===== config.mk =====
export PLATFORM = sky130hd
export DESIGN_NAME = pin_reset_irq_logic
export DESIGN_NICKNAME = d
export VERILOG_FILES = /design/src/logic/pin_irq_pkg.sv /design/src/logic/pin_reset_irq_logic.sv /design/src/logic/bit_sync.sv
export SDC_FILE = /design/constraint.sdc
export NUM_CORES = 1
export LEC_CHECK = 0
export CORE_MARGIN = 5
export CORE_UTILIZATION = 30
export DETAILED_ROUTE_END_ITERATION = 10
export DONT_BUFFER_PORTS = 1
export PLACE_DENSITY = 0.55
export SYNTH_ARGS = -nofsm -noshare
export SYNTH_HDL_FRONTEND = slang
export SYNTH_SLANG_ARGS = --single-unit

===== constraint.sdc =====
create_clock -name clk -period 2.85 [get_ports clk]
set_input_delay 0.4275 -clock clk [delete_from_list [all_inputs] [get_ports clk]]
set_output_delay 0.4275 -clock clk [all_outputs]
set_load 0.05 [all_outputs]

===== src/logic/pin_irq_pkg.sv =====
// Constants shared by the pin, reset and interrupt control block.
// Assumes a 250 MHz system clock and a 32-bit AXI4-Lite register bus.
package pin_irq_pkg;

    // ----------------------------------------
    // Register byte offsets
    // ----------------------------------------
    localparam logic [7:0] PORTA_DATA_OFS = 8'h00;
    localparam logic [7:0] PORTA_DIR_OFS = 8'h04;
    localparam logic [7:0] PORTA_PULL_OFS = 8'h08;
    localparam logic [7:0] PORTB_CTRL_OFS = 8'h0C;
    localparam logic [7:0] PIN_STATE_OFS = 8'h10;
    localparam logic [7:0] IRQ_STATUS_OFS = 8'h14;
    localparam logic [7:0] IRQ_MASK_OFS = 8'h18;

    // ----------------------------------------
    // Field positions
    // ----------------------------------------
    localparam int PB_DATA_LSB = 0;
    localparam int PB_DIR_LSB = 2;
    localparam int PB_PULL_LSB = 4;
    localparam int ST_EXT = 0;
    localparam int ST_WDOG = 1;
    localparam int ST_ILADR = 2;

    // ----------------------------------------
    // Reset values and bus answers
    // ----------------------------------------
    localparam logic [7:0] PORTA_RESET = 8'h00;
    localparam logic [1:0] PORTB_RESET = 2'h0;
    localparam logic [2:0] MASK_RESET = 3'h0;
    localparam logic [1:0] RESP_OKAY = 2'h0;
    localparam logic [1:0] RESP_SLVERR = 2'h2;

    // ----------------------------------------
    // Timing
    // ----------------------------------------
    localparam int CLK_PERIOD_NS = 4;
    localparam int OP_DIVIDE = 2;
    localparam int PULL_TIME_NS = 32;
    localparam int PULL_OP_CYCLES =
        PULL_TIME_NS / (CLK_PERIOD_NS * OP_DIVIDE);

    // Reset pin pulldown sequencer; one bit flips per step, save WAIT back to IDLE
    typedef enum logic [1:0] {
        PD_IDLE = 2'h0,
        PD_PULL = 2'h1,
        PD_WAIT = 2'h3
    } pulldown_t;

endpackage


===== src/logic/pin_reset_irq_logic.sv =====
// Pin-level reset, external interrupt and port direction control.
// Assumes pins arrive asynchronously; watchdog, illegal-address and
// programming-port signals come from logic on clk.
//
// How it works
// - While the reset pin is held low the block holds the core in reset.
// - A watchdog or illegal-address reset pulls the reset pin low itself.
// - A build option picks edge-only or edge-plus-level request sensing.
// - The request reaches the core without waiting for the divided clock.
// - With keyboard wake-up built in, port A lines 0-3 high also request.
// - The keyboard lines use the same edge or level sensing as the pin.
// - After any reset all port A lines are inputs, save in programming.
// - Port B line 0 is a software direction line, input after reset, save in programming.
// - Port B line 1 is input after reset, save programming or RC build.
// - With pulldowns built in, each port A pin has a software pulldown.
// - The operating clock is the input clock divided by two.
`timescale 1ns/1ps
module pin_reset_irq_logic #(
    parameter bit EDGE_AND_LEVEL = 1'b0,
    parameter bit KEYBOARD_EN = 1'b0,
    parameter bit PULLDOWN_EN = 1'b1,
    parameter bit RC_THREE_PIN = 1'b0
) (
    input wire logic clk,
    input wire logic rst_n,
    // AXI4-Lite slave
    input wire logic [7:0] awaddr,
    input wire logic awvalid,
    output logic awready,
    input wire logic [31:0] wdata,
    input wire logic [3:0] wstrb,
    input wire logic wvalid,
    output logic wready,
    output logic [1:0] bresp,
    output logic bvalid,
    input wire logic bready,
    input wire logic [7:0] araddr,
    input wire logic arvalid,
    output logic arready,
    output logic [31:0] rdata,
    output logic [1:0] rresp,
    output logic rvalid,
    input wire logic rready,
    // Reset pin, open drain
    input wire logic resetPinInN,
    output logic resetPinOut,
    output logic resetPinOe,
    // Interrupt request pin and core side
    input wire logic requestPinN,
    input wire logic irqAck,
    output logic cpuIrq,
    output logic irqOut,
    // Internal reset causes and core reset
    input wire logic watchdogTimeout,
    input wire logic illegalAddress,
    output logic cpuReset,
    output logic opClockEnable,
    // Serial programming strap and its port drive
    input wire logic serialProgMode,
    input wire logic [9:0] progPortOut,
    input wire logic [9:0] progPortOe,
    // RC oscillator third terminal drive
    input wire logic rcDrive,
    // Port A and port B pins
    input wire logic [7:0] portAIn,
    output logic [7:0] portAOut,
    output logic [7:0] portAOe,
    output logic [7:0] portAPullEn,
    input wire logic [1:0] portBIn,
    output logic [1:0] portBOut,
    output logic [1:0] portBOe,
    output logic [1:0] portBPullEn
);
    typedef struct packed {
        logic opPhase;
        logic opEnable;
        logic [7:0] aData;
        logic [7:0] aDir;
        logic [7:0] aPull;
        logic [1:0] bData;
        logic [1:0] bDir;
        logic [1:0] bPull;
        logic [2:0] status;
        logic [2:0] mask;
        logic reqPrev;
        logic irqPending;
        pin_irq_pkg::pulldown_t pd;
        logic [2:0] pullCount;
        logic coreReset;
        logic [7:0] aOut;
        logic [7:0] aOe;
        logic [7:0] aPullEn;
        logic [1:0] bOut;
        logic [1:0] bOe;
        logic [1:0] bPullEn;
        logic pinOe;
        logic irqLine;
        logic coreIrq;
        logic awHeld;
        logic [7:0] awAddr;
        logic wHeld;
        logic [31:0] wData;
        logic [3:0] wStrb;
        logic awRdy;
        logic wRdy;
        logic bValid;
        logic [1:0] bResp;
        logic arRdy;
        logic rValid;
        logic [31:0] rData;
        logic [1:0] rResp;
    } state_t;

    state_t cur;
    state_t next_cur;

    // ----------------------------------------
    // Pin synchronisers
    // ----------------------------------------
    logic [12:0] pinSync;
    logic [7:0] portASync;
    logic [1:0] portBSync;
    logic requestSyncN;
    logic resetSyncN;
    logic progSync;

    bit_sync #(.W(13)) pinSyncInst (
        .clk(clk),
        .rst_n(rst_n),
        .d({serialProgMode, resetPinInN, ~requestPinN, portBIn, portAIn}),
        .q(pinSync)
    );

    assign portASync = pinSync[7:0];
    assign portBSync = pinSync[9:8];
    assign requestSyncN = !pinSync[10]; // Stored inverted: reset reads idle
    assign resetSyncN = pinSync[11];
    assign progSync = pinSync[12];

    // ----------------------------------------
    // Combined request source
    // ----------------------------------------
    logic keyActive;
    logic reqNow;
    logic reqEdge;

    // Keyboard lines are active high, the pin active low
    assign keyActive = KEYBOARD_EN && (|portASync[3:0]);
    assign reqNow = !requestSyncN || keyActive;
    assign reqEdge = reqNow && !cur.reqPrev;

    // ----------------------------------------
    // Next state
    // ----------------------------------------
    always_comb begin
        logic [2:0] setNow;
        logic doWrite;
        logic [7:0] lane;
        logic [31:0] rd;
        logic rdHit;
        logic [2:0] rdClear;
        logic trigger;
        setNow = 3'h0;
        doWrite = 1'b0;
        lane = 8'h00;
        rd = 32'h0;
        rdHit = 1'b1;
        rdClear = 3'h0;
        trigger = 1'b0;
        next_cur = cur;

        // Divide by two for the operating clock enable
        next_cur.opPhase = !cur.opPhase;
        next_cur.opEnable = cur.opPhase;

        // Edge always triggers; level only when built for it
        trigger = reqEdge || (EDGE_AND_LEVEL && reqNow);
        next_cur.reqPrev = reqNow;
        setNow[pin_irq_pkg::ST_EXT] = trigger;
        setNow[pin_irq_pkg::ST_WDOG] = watchdogTimeout;
        setNow[pin_irq_pkg::ST_ILADR] = illegalAddress;

        // Pending edge holds until the core acknowledges; set wins
        if (irqAck) begin
            next_cur.irqPending = 1'b0;
        end
        if (reqEdge) begin
            next_cur.irqPending = 1'b1;
        end
        // Not gated by opEnable, so no alignment to the core clock
        next_cur.coreIrq = next_cur.irqPending
            || (EDGE_AND_LEVEL && reqNow);

        // Reset pin pulldown sequence
        unique case (cur.pd)
            pin_irq_pkg::PD_IDLE: begin
                if (watchdogTimeout || illegalAddress) begin
                    next_cur.pd = pin_irq_pkg::PD_PULL;
                    next_cur.pullCount =
                        3'(pin_irq_pkg::PULL_OP_CYCLES - 1);
                end
            end
            pin_irq_pkg::PD_PULL: begin
                if (cur.opEnable) begin
                    if (cur.pullCount == 3'h0) begin
                        next_cur.pd = pin_irq_pkg::PD_WAIT;
                    end else begin
                        next_cur.pullCount = cur.pullCount - 3'h1;
                    end
                end
            end
            pin_irq_pkg::PD_WAIT: begin
                // Board RC may hold the pin low a while longer
                if (resetSyncN) begin
                    next_cur.pd = pin_irq_pkg::PD_IDLE;
                end
            end
            default: begin
                next_cur.pd = pin_irq_pkg::PD_IDLE;
            end
        endcase
        next_cur.pinOe = (next_cur.pd == pin_irq_pkg::PD_PULL);
        next_cur.coreReset = !resetSyncN
            || (next_cur.pd != pin_irq_pkg::PD_IDLE);

        // AXI write channel capture, either order
        if (awvalid && cur.awRdy) begin
            next_cur.awHeld = 1'b1;
            next_cur.awAddr = awaddr;
        end
        if (wvalid && cur.wRdy) begin
            next_cur.wHeld = 1'b1;
            next_cur.wData = wdata;
            next_cur.wStrb = wstrb;
        end
        if (bready && cur.bValid) begin
            next_cur.bValid = 1'b0;
        end
        if (cur.awHeld && cur.wHeld && !cur.bValid) begin
            doWrite = cur.wStrb[0];
            lane = cur.wData[7:0];
            next_cur.awHeld = 1'b0;
            next_cur.wHeld = 1'b0;
            next_cur.bValid = 1'b1;
            next_cur.bResp = pin_irq_pkg::RESP_OKAY;
            unique case (cur.awAddr)
                pin_irq_pkg::PORTA_DATA_OFS: begin
                    if (doWrite) next_cur.aData = lane;
                end
                pin_irq_pkg::PORTA_DIR_OFS: begin
                    if (doWrite) next_cur.aDir = lane;
                end
                pin_irq_pkg::PORTA_PULL_OFS: begin
                    // Pulldown storage exists only when built in
                    if (doWrite && PULLDOWN_EN) begin
                        next_cur.aPull = lane;
                    end
                end
                pin_irq_pkg::PORTB_CTRL_OFS: begin
                    if (doWrite) begin
                        next_cur.bData = lane[pin_irq_pkg::PB_DATA_LSB +: 2];
                        next_cur.bDir = lane[pin_irq_pkg::PB_DIR_LSB +: 2];
                        if (PULLDOWN_EN) begin
                            next_cur.bPull =
                                lane[pin_irq_pkg::PB_PULL_LSB +: 2];
                        end
                    end
                end
                pin_irq_pkg::IRQ_MASK_OFS: begin
                    if (doWrite) next_cur.mask = lane[2:0];
                end
                pin_irq_pkg::PIN_STATE_OFS,
                pin_irq_pkg::IRQ_STATUS_OFS: begin
                    // Read-only: accepted and discarded
                end
                default: begin
                    next_cur.bResp = pin_irq_pkg::RESP_SLVERR;
                end
            endcase
        end

        // AXI read channel
        if (rready && cur.rValid) begin
            next_cur.rValid = 1'b0;
        end
        if (arvalid && cur.arRdy) begin
            unique case (araddr)
                pin_irq_pkg::PORTA_DATA_OFS: rd = {24'h0, cur.aData};
                pin_irq_pkg::PORTA_DIR_OFS: rd = {24'h0, cur.aDir};
                pin_irq_pkg::PORTA_PULL_OFS: rd = {24'h0, cur.aPull};
                pin_irq_pkg::PORTB_CTRL_OFS:
                    rd = {26'h0, cur.bPull, cur.bDir, cur.bData};
                pin_irq_pkg::PIN_STATE_OFS:
                    rd = {19'h0, progSync, resetSyncN, requestSyncN,
                          portBSync, portASync};
                pin_irq_pkg::IRQ_STATUS_OFS: begin
                    rd = {29'h0, cur.status};
                    rdClear = cur.status;
                end
                pin_irq_pkg::IRQ_MASK_OFS: rd = {29'h0, cur.mask};
                default: rdHit = 1'b0;
            endcase
            next_cur.rValid = 1'b1;
            next_cur.rData = rd;
            next_cur.rResp = rdHit ? pin_irq_pkg::RESP_OKAY
                                   : pin_irq_pkg::RESP_SLVERR;
        end
        // Clear on read, but a new event in the same cycle survives
        next_cur.status = (cur.status & ~rdClear) | setNow;
        next_cur.irqLine = |(next_cur.status & next_cur.mask);

        // Any reset returns the port direction registers to inputs
        if (cur.coreReset) begin
            next_cur.aDir = pin_irq_pkg::PORTA_RESET;
            next_cur.bDir = pin_irq_pkg::PORTB_RESET;
        end

        // Pin drive; programming mode overrides the registers
        next_cur.aOut = next_cur.aData;
        next_cur.aOe = next_cur.aDir;
        next_cur.bOut = next_cur.bData;
        next_cur.bOe = next_cur.bDir;
        if (progSync) begin
            next_cur.aOut = progPortOut[7:0];
            next_cur.aOe = progPortOe[7:0];
            next_cur.bOut = progPortOut[9:8];
            next_cur.bOe = progPortOe[9:8];
        end
        if (RC_THREE_PIN) begin
            // Third oscillator terminal owns line one
            next_cur.bOut[1] = rcDrive;
            next_cur.bOe[1] = 1'b1;
        end
        // A pulldown is pointless on a line the block drives
        next_cur.aPullEn = next_cur.aPull & ~next_cur.aOe;
        next_cur.bPullEn = next_cur.bPull & ~next_cur.bOe;

        // One transaction of each kind in flight
        next_cur.awRdy = !next_cur.awHeld && !next_cur.bValid;
        next_cur.wRdy = !next_cur.wHeld && !next_cur.bValid;
        next_cur.arRdy = !next_cur.rValid;
    end

    // ----------------------------------------
    // State register
    // ----------------------------------------
    always_ff @(posedge clk or negedge rst_n) begin
        if (!rst_n) begin
            cur <= '0;
            cur.pd <= pin_irq_pkg::PD_IDLE;
            cur.mask <= pin_irq_pkg::MASK_RESET;
            cur.coreReset <= 1'b1;
        end else begin
            cur <= next_cur;
        end
    end

    // Outputs straight from the state register; the reset pin data is tied low
    assign awready = cur.awRdy;
    assign wready = cur.wRdy;
    assign bvalid = cur.bValid;
    assign bresp = cur.bResp;
    assign arready = cur.arRdy;
    assign rvalid = cur.rValid;
    assign rdata = cur.rData;
    assign rresp = cur.rResp;
    assign resetPinOut = 1'b0;
    assign resetPinOe = cur.pinOe;
    assign cpuIrq = cur.coreIrq;
    assign irqOut = cur.irqLine;
    assign cpuReset = cur.coreReset;
    assign opClockEnable = cur.opEnable;
    assign portAOut = cur.aOut;
    assign portAOe = cur.aOe;
    assign portAPullEn = cur.aPullEn;
    assign portBOut = cur.bOut;
    assign portBOe = cur.bOe;
    assign portBPullEn = cur.bPullEn;
endmodule // pin_reset_irq_logic


===== src/logic/bit_sync.sv =====
// Two-stage synchroniser for a group of independent level inputs.
// Assumes each bit is a slow level; no bus coherence across bits.
`timescale 1ns/1ps
module bit_sync #(
    parameter int W = 1
) (
    input wire logic clk,
    input wire logic rst_n,
    input wire logic [W-1:0] d,
    output logic [W-1:0] q
);
    typedef struct packed {
        logic [W-1:0] meta;
        logic [W-1:0] stable;
    } sync_t;

    sync_t cur;
    sync_t next_cur;

    // First stage feeds only the second
    always_comb begin
        next_cur.meta = d;
        next_cur.stable = cur.meta;
    end

    always_ff @(posedge clk or negedge rst_n) begin
        if (!rst_n) begin
            cur <= '0;
        end else begin
            cur <= next_cur;
        end
    end

    assign q = cur.stable;
endmodule // bit_sync


# == After elaboration in Yosys (flattened, before gate mapping) ==
# Index checks and enable logic that the tools add are counted.
# word_totals
register_bits,191
inputBits,96
out_inout_bits,77
wordCells,138
# op_classes
n_addsub,1
eq_ne,18
mux,40
bitwise,9
reduce_logical,32
# op_table
cell,count
$pmux W13 S7,1
$mux W8,7
$eq A8 B5 Y1 const B,6
$mux W37,1
$mux W35,1
$eq A8 B4 Y1 const B,4
$mux W30,1
$mux W3,7
$eq A8 B3 Y1 const B,2
$logic_not A8 Y1,2
$mux W16,1
$reduce_or A7 Y1,2
$mux W6,2
$logic_and A1 B1 Y1,10
$mux W2,5
$mux W5,2
$logic_not A1 Y1,9
$mux W9,1
$and A8 B8 Y8,1
$mux W1,8
$not A8 Y8,1
$and A3 B3 Y3,2
$ne A2 B2 Y1 const B,3
$pmux W2 S3,1
16 further kinds,20

# == Longest topological paths before layout ==
# Gate-level depths: netlist (run 1).
# depth
depth_word,8
mapped_depth,7
ltp_nobuf,7

# == Modules after synthesis ==
# A second synthesis (run 1) with hierarchy kept.
# hier_totals
hier_cells,496
area_unflattened_um2,6143.4
# modules_own_cells
module,n_inst,cells_per_inst,area_per_inst_um2,seq_area_each_um2
pin_reset_irq_logic,1,457,5395.2,2929.1
bit_sync,1,39,748.2,650.6

# == Worst setup path before layout (run 1) ==
# No wires, ideal clock.
# synth_path
path_kind,reg-to-reg
startpoint,register cur[78] in the netlist's numbering
endpoint,register cur (netlist bit portAOut[6])
setup_ns,0.125
arrival_ns,2.196
t_required_ns,2.725
path_slack_ns,0.529
path_stages_with_launch,6
n_path_buf,0
period_less_slack_ns,2.321
path_cell_list,dfrtp_1 -> or4_4 -> nor4_2 -> nor3b_4 -> mux2_2 -> mux2_2
# synth_rtl
item,line_no,text
start: declaration,pin_reset_irq_logic.sv:114,state_t cur;
start signal: assignment,pin_reset_irq_logic.sv:354,cur <= next_cur;

==> metrics.md, run 1 <==
| Metric | Value |
|---|---|
| Seq/Total Area, Yosys | `0.597` |
| H-Tree Depth | `4` |
| # setup viols final | `0` |
| Max-slew violation count | `0` |
| Post-synth EDFFs | `0` |
| Die ar. | `22900 µm²` |
| P_sw | `1.76 mW` |
| Lkg Pwr | `2.98 nW` |
| PwrDens | `865 nW/µm²` |
| Sequential Power Share | `0.511` |
| # rows | `51` |
| Worst setup EP type | `flip-flop` |
| Slowest cell on crit path | `or4_4` |
| Pre-Repair DR Iteration Count | `4` |
| RSZ-0062 raised after global routing | `no` |
| Area Overhead vs Synth | `8.05%` |
| Worst slew pin tran | `0.655 ns` |
| Final hold vios | `143` |
| Max-Cap Viols | `0` |
| Initial antenna violation count | `4` |
| Clock power frac | `0.371` |
| Failing checks | `hold timing` |
| Slowest stage delay, CP | `0.58 ns` |
| Maximum operating frequency | `406 MHz` |
| Final hold slack | `-0.302 ns` |
| Maximum root-to-sink buffer count | `2` |
| Fin nets | `539` |
| IO Port Bufs | `0` |
| Synth cell types | `49` |
| Sink Count | `143` |
| Crit path kind | `flip-flop to flip-flop` |
| Combinational share of power | `0.118` |
| Finished Layout Cells | `720` |
| Largest net degree at the start of global routing | `144` |
| CTS tree | `built` |
| Vias in the first global route | `3603` |
| Yosys Warn Count | `0` |
| Ratio of cells with drive above 1 in the final layout | `0.236` |
| Via density | `4.55` |
| Root buf cell | `clkbuf_16` |
| Post-route DRC violation count | `0` |
| Max-slew headroom | `0.559` |
| Crit-path max FO | `8` |
| Clock Skew | `0.00984 ns` |
| Critical path arrival | `2.77 ns` |
| Gr ovfl total | `0` |
| DP Wirelength | `10.1 mm` |
| Clk slew on worst S/H paths | `0.06 ns` |
| Worst skew pair latency | `0.42 ns` |
| Final instance area | `6480 µm²` |
| Placed Instances | `687` |
| VDD IR max | `0.394 mV` |
| Asr flop ratio synth | `1.00` |
| Cells after Synth | `470` |
| Worst path top cell family by delay | `simple AND/OR/NAND/NOR gates` |
| Worst path bufs/invs | `1` |
| Die X-Extent | `151 µm` |
| Worst path most repeated cell | `mux2_2` |
| Mapped Avg Cell Area | `12.8 µm²` |
| Postcts setup bufs | `0` |
| Cell Int Power | `3.85 mW` |
| CP required | `3.15 ns` |
| DP Area | `5930 µm²` |
| Hold Crit Class | `primary input to async pin` |
| I/O Pins | `173` |
| Final ANT Viol Nets | `0` |
| Startpoint Class | `flip-flop` |
| Final wirelength | `14.0 mm` |
| Post-synth top flop | `dfrtp_1` |
| TritonCTS Buffers | `17` |
| Mapped cell area | `6000 µm²` |
| Pwr Total | `5.61 mW` |
| Period utilization | `0.864` |
| Initial DRC Count | `191` |
| Initial core utilization | `0.306` |
| Crit path time final | `2.46 ns` |
| DR vias | `3277` |
| Total global-route track usage | `0.127` |
| First-pass GRT wire length | `21.2 mm` |
| #FFs+latches synth | `143` |
| Chip height | `151 µm` |
| Crit-path cells | `or4_4 > nor4_2 > nor3b_4 > buf_4 > mux2_2 > mux2_2` |
| Setup TNS Final | `0 ns` |
| RePlAce Congestion | `0.773` |
| Core Region | `19600 µm²` |
| DR WL/cell | `19.5 µm` |
| # resized after CTS | `0` |
| Net Sw Frac | `0.314` |
| Status | `finished, violations left` |
## metrics by stage
stage / utilization / hold WS, ns / setup slack, ns
floorplan: - / 0.132 / 0.529
global placement: 0.303 / 0.135 / 0.443
detailed placement: 0.303 / 0.135 / 0.380
CTS: 0.331 / -0.320 / 0.381
global route: 0.331 / -0.325 / 0.297
finish: 0.331 / -0.302 / 0.388
## sequential cells by signal (all words and copies together) (netlist names), 2 cells and up
register         cells
portAOut             8
cur                 62
portBPullEn          2
pinSyncInst.cur     13
portAOe              8
portAPullEn          8
rdata               13
portBOut             2
portBOe              2
pinSyncInst.q       13
## routing by layer
layer / GRT usage / share of wire / vias up
met1: 0.153 / 0.41 / 1645
met5: 0 / 0.0039 / -
met3: 0.0509 / 0.073 / 23
met2: 0.207 / 0.50 / 105
li1: - / - / 1496
met4: 0.0408 / 0.018 / 8
## Yosys cell counts (2+ instances only)
cell type	n	area, µm²
o21ai_0	19	95.1
nor2b_1	17	106
ha_1	2	25.0
nand2b_1	2	12.5
a21o_1	2	15.0
nor3_1	3	15.0
nand4b_1	2	17.5
nand2_1	28	105
nand4_1	2	12.5
mux2_4	2	30.0
nor4b_1	2	17.5
inv_1	9	33.8
a221o_1	2	20.0
a22oi_1	6	45.0
o22ai_1	7	43.8
nor2_1	19	71.3
mux2_2	55	619
a21oi_1	6	30.0
nor4_1	4	25.0
or2_2	3	18.8
nand3b_1	3	22.5
a22o_1	10	87.6
mux2i_1	18	180
or4_4	2	22.5
clkbuf_1	10	37.5
o21a_1	2	15.0
nor3b_1	2	15.0
dfrtp_1	142	3550
nand3_1	3	15.0
buf_4	67	503
## worst paths after layout
kind	slack [ns]	cells past startpoint	to	from
setup reg to reg	0.39	6	portAOut[6]$_DFF_PN0_	cur[78]$_DFFE_PN0P_
max in group asynchronous	2.92	0	cpuReset$_DFF_PN1_	rst_n
hold / removal	-0.30	0	cur[77]$_DFF_PN0_	rst_n
hold reg to reg	0.34	0	pinSyncInst.q[1]$_DFF_PN0_	pinSyncInst.cur[14]$_DFF_PN0_
min in group clk	0.03	0	pinSyncInst.cur[24]$_DFF_PN0_	resetPinInN
setup / recovery	0.39	6	portAOut[6]$_DFF_PN0_	cur[78]$_DFFE_PN0P_
## worst register-to-register path: stages, from the launching register on
cell and delay (ns):
dfrtp_1 0.38, or4_4 0.58, nor4_2 0.31, nor3b_4 0.22, buf_4 0.21, mux2_2 0.39
mux2_2 0.26
## layout make-up
| cell class | instances | area [µm²] |
|---|---|---|
| tap | 265 | 332 |
| timing repair buffer | 11 | 82.6 |
| multi-input combinational | 259 | 1910 |
| antenna | 1 | 2.50 |
| inverter | 9 | 33.8 |
| fill | 1956 | 13100 |
| sequential | 143 | 3580 |
| clock inverter | 13 | 115 |
| clock buffer | 19 | 433 |
## power groups by stage
stage / clock [mW] / combinational, mW / sequential, mW
2_1_floorplan: 0 / 0.784 / 2.66
3_5_place_dp: 0 / 0.672 / 2.91
5_1_grt: 2.22 / 0.733 / 2.92
4_1_cts: 2.13 / 0.675 / 2.87
3_3_place_gp: 0 / 0.641 / 2.89
6_report: 2.08 / 0.661 / 2.87
## layout by cell type, fill, tap and decap left out, types with 3 or more instances in the layout
cell        Yosys  layout
a22o_1         10      10
or2_2           3       3
mux2i_1        18      18
nor2_1         19      19
o22ai_1         7       7
nand3b_1        3       3
nand3_1         3       3
clkbuf_16       0      17
clkinvlp_4      0       4
conb_1          1      22
mux2_2         55      55
o21ai_0        19      19
nor2b_1        17      17
nor4_1          4       4
inv_1           9       9
clkinv_2        0       4
a22oi_1         6       6
dfrtp_1       142     142
nand2_1        28      28
nor3_1          3       3
buf_4          67      11
a21oi_1         6       6
## kinds of logic (layout without fill, tap and decap cells)
group | Yosys count | in the layout | share of synthesized area
DFF | 143 | 143 | 0.597
muxes | 75 | 75 | 0.138
and+or+nand+nor | 99 | 99 | 0.0915
adders and majority gates | 2 | 2 | 0.00417
AOI/OAI and AO/OA | 61 | 61 | 0.0698
buffers and inverters | 89 | 52 | 0.0990
other | 1 | 23 | 0.000625
Power figures use the tool's default switching activity.
==> run 2, diff against run 1 <==
--- a/config.mk
+++ b/config.mk
@@ -6,4 +6,5 @@
 export NUM_CORES = 1
 export LEC_CHECK = 0
+export CORE_ASPECT_RATIO = 1.75
 export CORE_MARGIN = 5
 export CORE_UTILIZATION = 30
==> constraint.sdc (replaced) <==
create_clock -name clk -period 2.85 [get_ports clk]
set_input_delay 0.4275 -clock clk [delete_from_list [all_inputs] [get_ports clk]]
set_output_delay 0.4275 -clock clk [all_outputs]
set_load 0.1 [all_outputs]
==> metrics.md, run 2 (synthesis gave the netlist of run 1 again) <==
| Metric | Value |
|---|---|
| H-Tree Depth | `4 (unchanged)` |
| Sink Count | `143 (unchanged)` |
| CTS tree | `built` |
| TritonCTS Buffers | `17 (unchanged)` |
| Die ar. | `23000 µm² (+0.49%)` |
| Grt met1 use | `0.141 (-0.0123)` |
| Post-route DRC violation count | `0 (unchanged)` |
| Period utilization | `0.866 (+0.00259)` |
| First-pass GRT wire length | `21.7 mm (+2.1%)` |
| # rows | `68 (+33%)` |
| Fin nets | `543 (+0.74%)` |
| Slowest cell on crit path | `or4_4` |
| RePlAce Congestion | `0.751 (-2.8%)` |
| Final core occ | `0.333 (+0.00200)` |
| Biggest register | `cur` |
| Lkg Pwr | `3.04 nW (+2.1%)` |
| CP startpoint | `cur[78]$_DFFE_PN0P_` |
| Area Overhead vs Synth | `9.53%` |
| Die X-Extent | `117 µm (-23%)` |
| Chip height | `197 µm (+30%)` |
| Worst path top cell family by delay | `simple AND/OR/NAND/NOR gates` |
| Worst slew pin tran | `0.952 ns (+0.297 ns)` |
| Crit-path max FO | `8 (unchanged)` |
| Maximum operating frequency | `405 MHz (-0.30%)` |
| Final ANT Viol Nets | `0 (unchanged)` |
| Failing checks | `hold timing` |
| Worst path bufs/invs | `0 (-1)` |
| Total global-route track usage | `0.130 (+0.00304)` |
| Final hold vios | `143 (unchanged)` |
| Status | `finished, violations left` |
| Pre-Repair DR Iteration Count | `4 (unchanged)` |
| Root buf cell | `clkbuf_16` |
| IO Port Bufs | `0 (unchanged)` |
| RSZ-0062 raised after global routing | `no` |
| Final hold slack | `-0.307 ns (-0.00513 ns)` |
| Via density | `4.69 (+3.1%)` |
| Initial antenna violation count | `4 (unchanged)` |
| Slowest stage delay, CP | `0.58 ns (about the same)` |
| Initial core utilization | `0.304 (-0.00231)` |
| Maximum root-to-sink buffer count | `2 (unchanged)` |
| Postcts setup bufs | `0 (unchanged)` |
| Most frequent cells in the layout | `dfrtp_1, mux2_2, nand2_1, conb_1` |
| Max-slew headroom | `0.366 (-0.194)` |
| Worst setup EP type | `flip-flop` |
| DR WL/cell | `20.0 µm (+2.8%)` |
| Ratio of cells with drive above 1 in the final layout | `0.245 (+0.00886)` |
| Crit path kind | `flip-flop to flip-flop` |
| VDD IR max | `0.700 mV (+77%)` |
| DP Wirelength | `10.3 mm (+2.4%)` |
| PwrDens | `955 nW/µm² (+10%)` |
| Startpoint Class | `flip-flop` |
| Worst R2R Start | `cur[78]$_DFFE_PN0P_` |
| Gr ovfl total | `0 (unchanged)` |
| Most common cell after layout, fill and taps aside | `dfrtp_1` |
| Crit path time final | `2.47 ns (+0.00738 ns)` |
| Setup TNS Final | `0 ns (unchanged)` |
| # resized after CTS | `0 (unchanged)` |
| Critical path arrival | `2.77 ns (about the same)` |
| Hold Crit Class | `primary input to async pin` |
| Clk slew on worst S/H paths | `0.06 ns (about the same)` |
| Max-Cap Viols | `0 (unchanged)` |
| Max reg flops | `62 (unchanged)` |
| GR Util met3 | `0.0445 (-0.00642)` |
| Crit-path cells | `or4_4 > nor4_2 > nand3b_1 > mux2_2 > nor2b_1` |
| Largest net degree at the start of global routing | `144 (unchanged)` |
| Flop2flop setup slack | `0.38 ns (about the same)` |
| Max-slew violation count | `0 (unchanged)` |
| Initial DRC Count | `89 (-53%)` |
| CP required | `3.15 ns (about the same)` |
| I/O Pins | `173 (unchanged)` |
| GR peak layer | `met2` |
| Final wirelength | `14.1 mm (+0.48%)` |
| Worst skew pair latency | `0.43 ns (about the same)` |
| Clock Skew | `0.00814 ns (-0.00170 ns)` |
| Vias in the first global route | `3693 (+2.5%)` |
| # setup viols final | `0 (unchanged)` |
| DR vias | `3305 (+0.85%)` |
| Core Region | `19700 µm² (+0.76%)` |
| M2 GR Usage | `0.221 (+0.0145)` |
run 2: changes by cell type in the layout (fill, tap and decap cells not counted):
cell,change
clkbuf_1,-1
clkinvlp_4,-2
inv_6,-2
bufinv_16,+3
buf_4,+4
clkinv_2,-2
clkbuf_8,+1
clkinv_4,+3
run 2: power by group:
part / internal, mW / total [mW] / leakage (nW) / switching [mW]
Sequential: 2.33 / 3.00 / 1.81 / 0.677
Combinational: 0.334 / 0.900 / 0.927 / 0.565
Clock: 1.49 / 2.37 / 0.303 / 0.883
run 2: cell type report:
class / instances / area (µm²)
antenna: 1 / 2.50
clock buffer: 19 / 443
clock inverter: 13 / 189
fill: 1966 / 13200
inverter: 9 / 33.8
multi-input combinational: 259 / 1910
sequential: 143 / 3580
tap: 245 / 307
timing repair buffer: 15 / 113
run 2: per-layer routing:
metal / share of wire / vias to the layer above
li1: - / 1506
met1: 0.36 / 1650
met2: 0.54 / 111
met3: 0.065 / 32
met4: 0.033 / 6
met5: 0.0027 / -
run 2: path summary, 6_finish.rpt:
kind                                                 end  depth (start not counted)
max in group asynchronous             cpuReset$_DFF_PN1_                          0
min                                 bresp[1]$_DFFE_PN0N_                          0
max reg2reg                     portAPullEn[0]$_DFF_PN0_                          5
min reg2reg                   pinSyncInst.q[0]$_DFF_PN0_                          0
max                             portAPullEn[0]$_DFF_PN0_                          5
min in group clk           pinSyncInst.cur[18]$_DFF_PN0_                          0
run 2: per-stage QoR:
stage | total power [mW] | worst slack [ns] | cell area, µm² | instances
CTS | 6.36 | 0.321 | 6570 | 703
global placement | 3.91 | 0.393 | 5940 | 671
detailed placement | 3.96 | 0.364 | 5940 | 671
floorplan | 3.81 | 0.325 | 6080 | 491
global route | 6.57 | 0.270 | 6570 | 704
finish | 6.28 | 0.381 | 6570 | 704
run 2: worst register-to-register path, cell delays in order (launching register included):
cell and delay [ns]:
dfrtp_1 0.37, or4_4 0.58, nor4_2 0.31, nand3b_1 0.49, mux2_2 0.48, nor2b_1 0.13
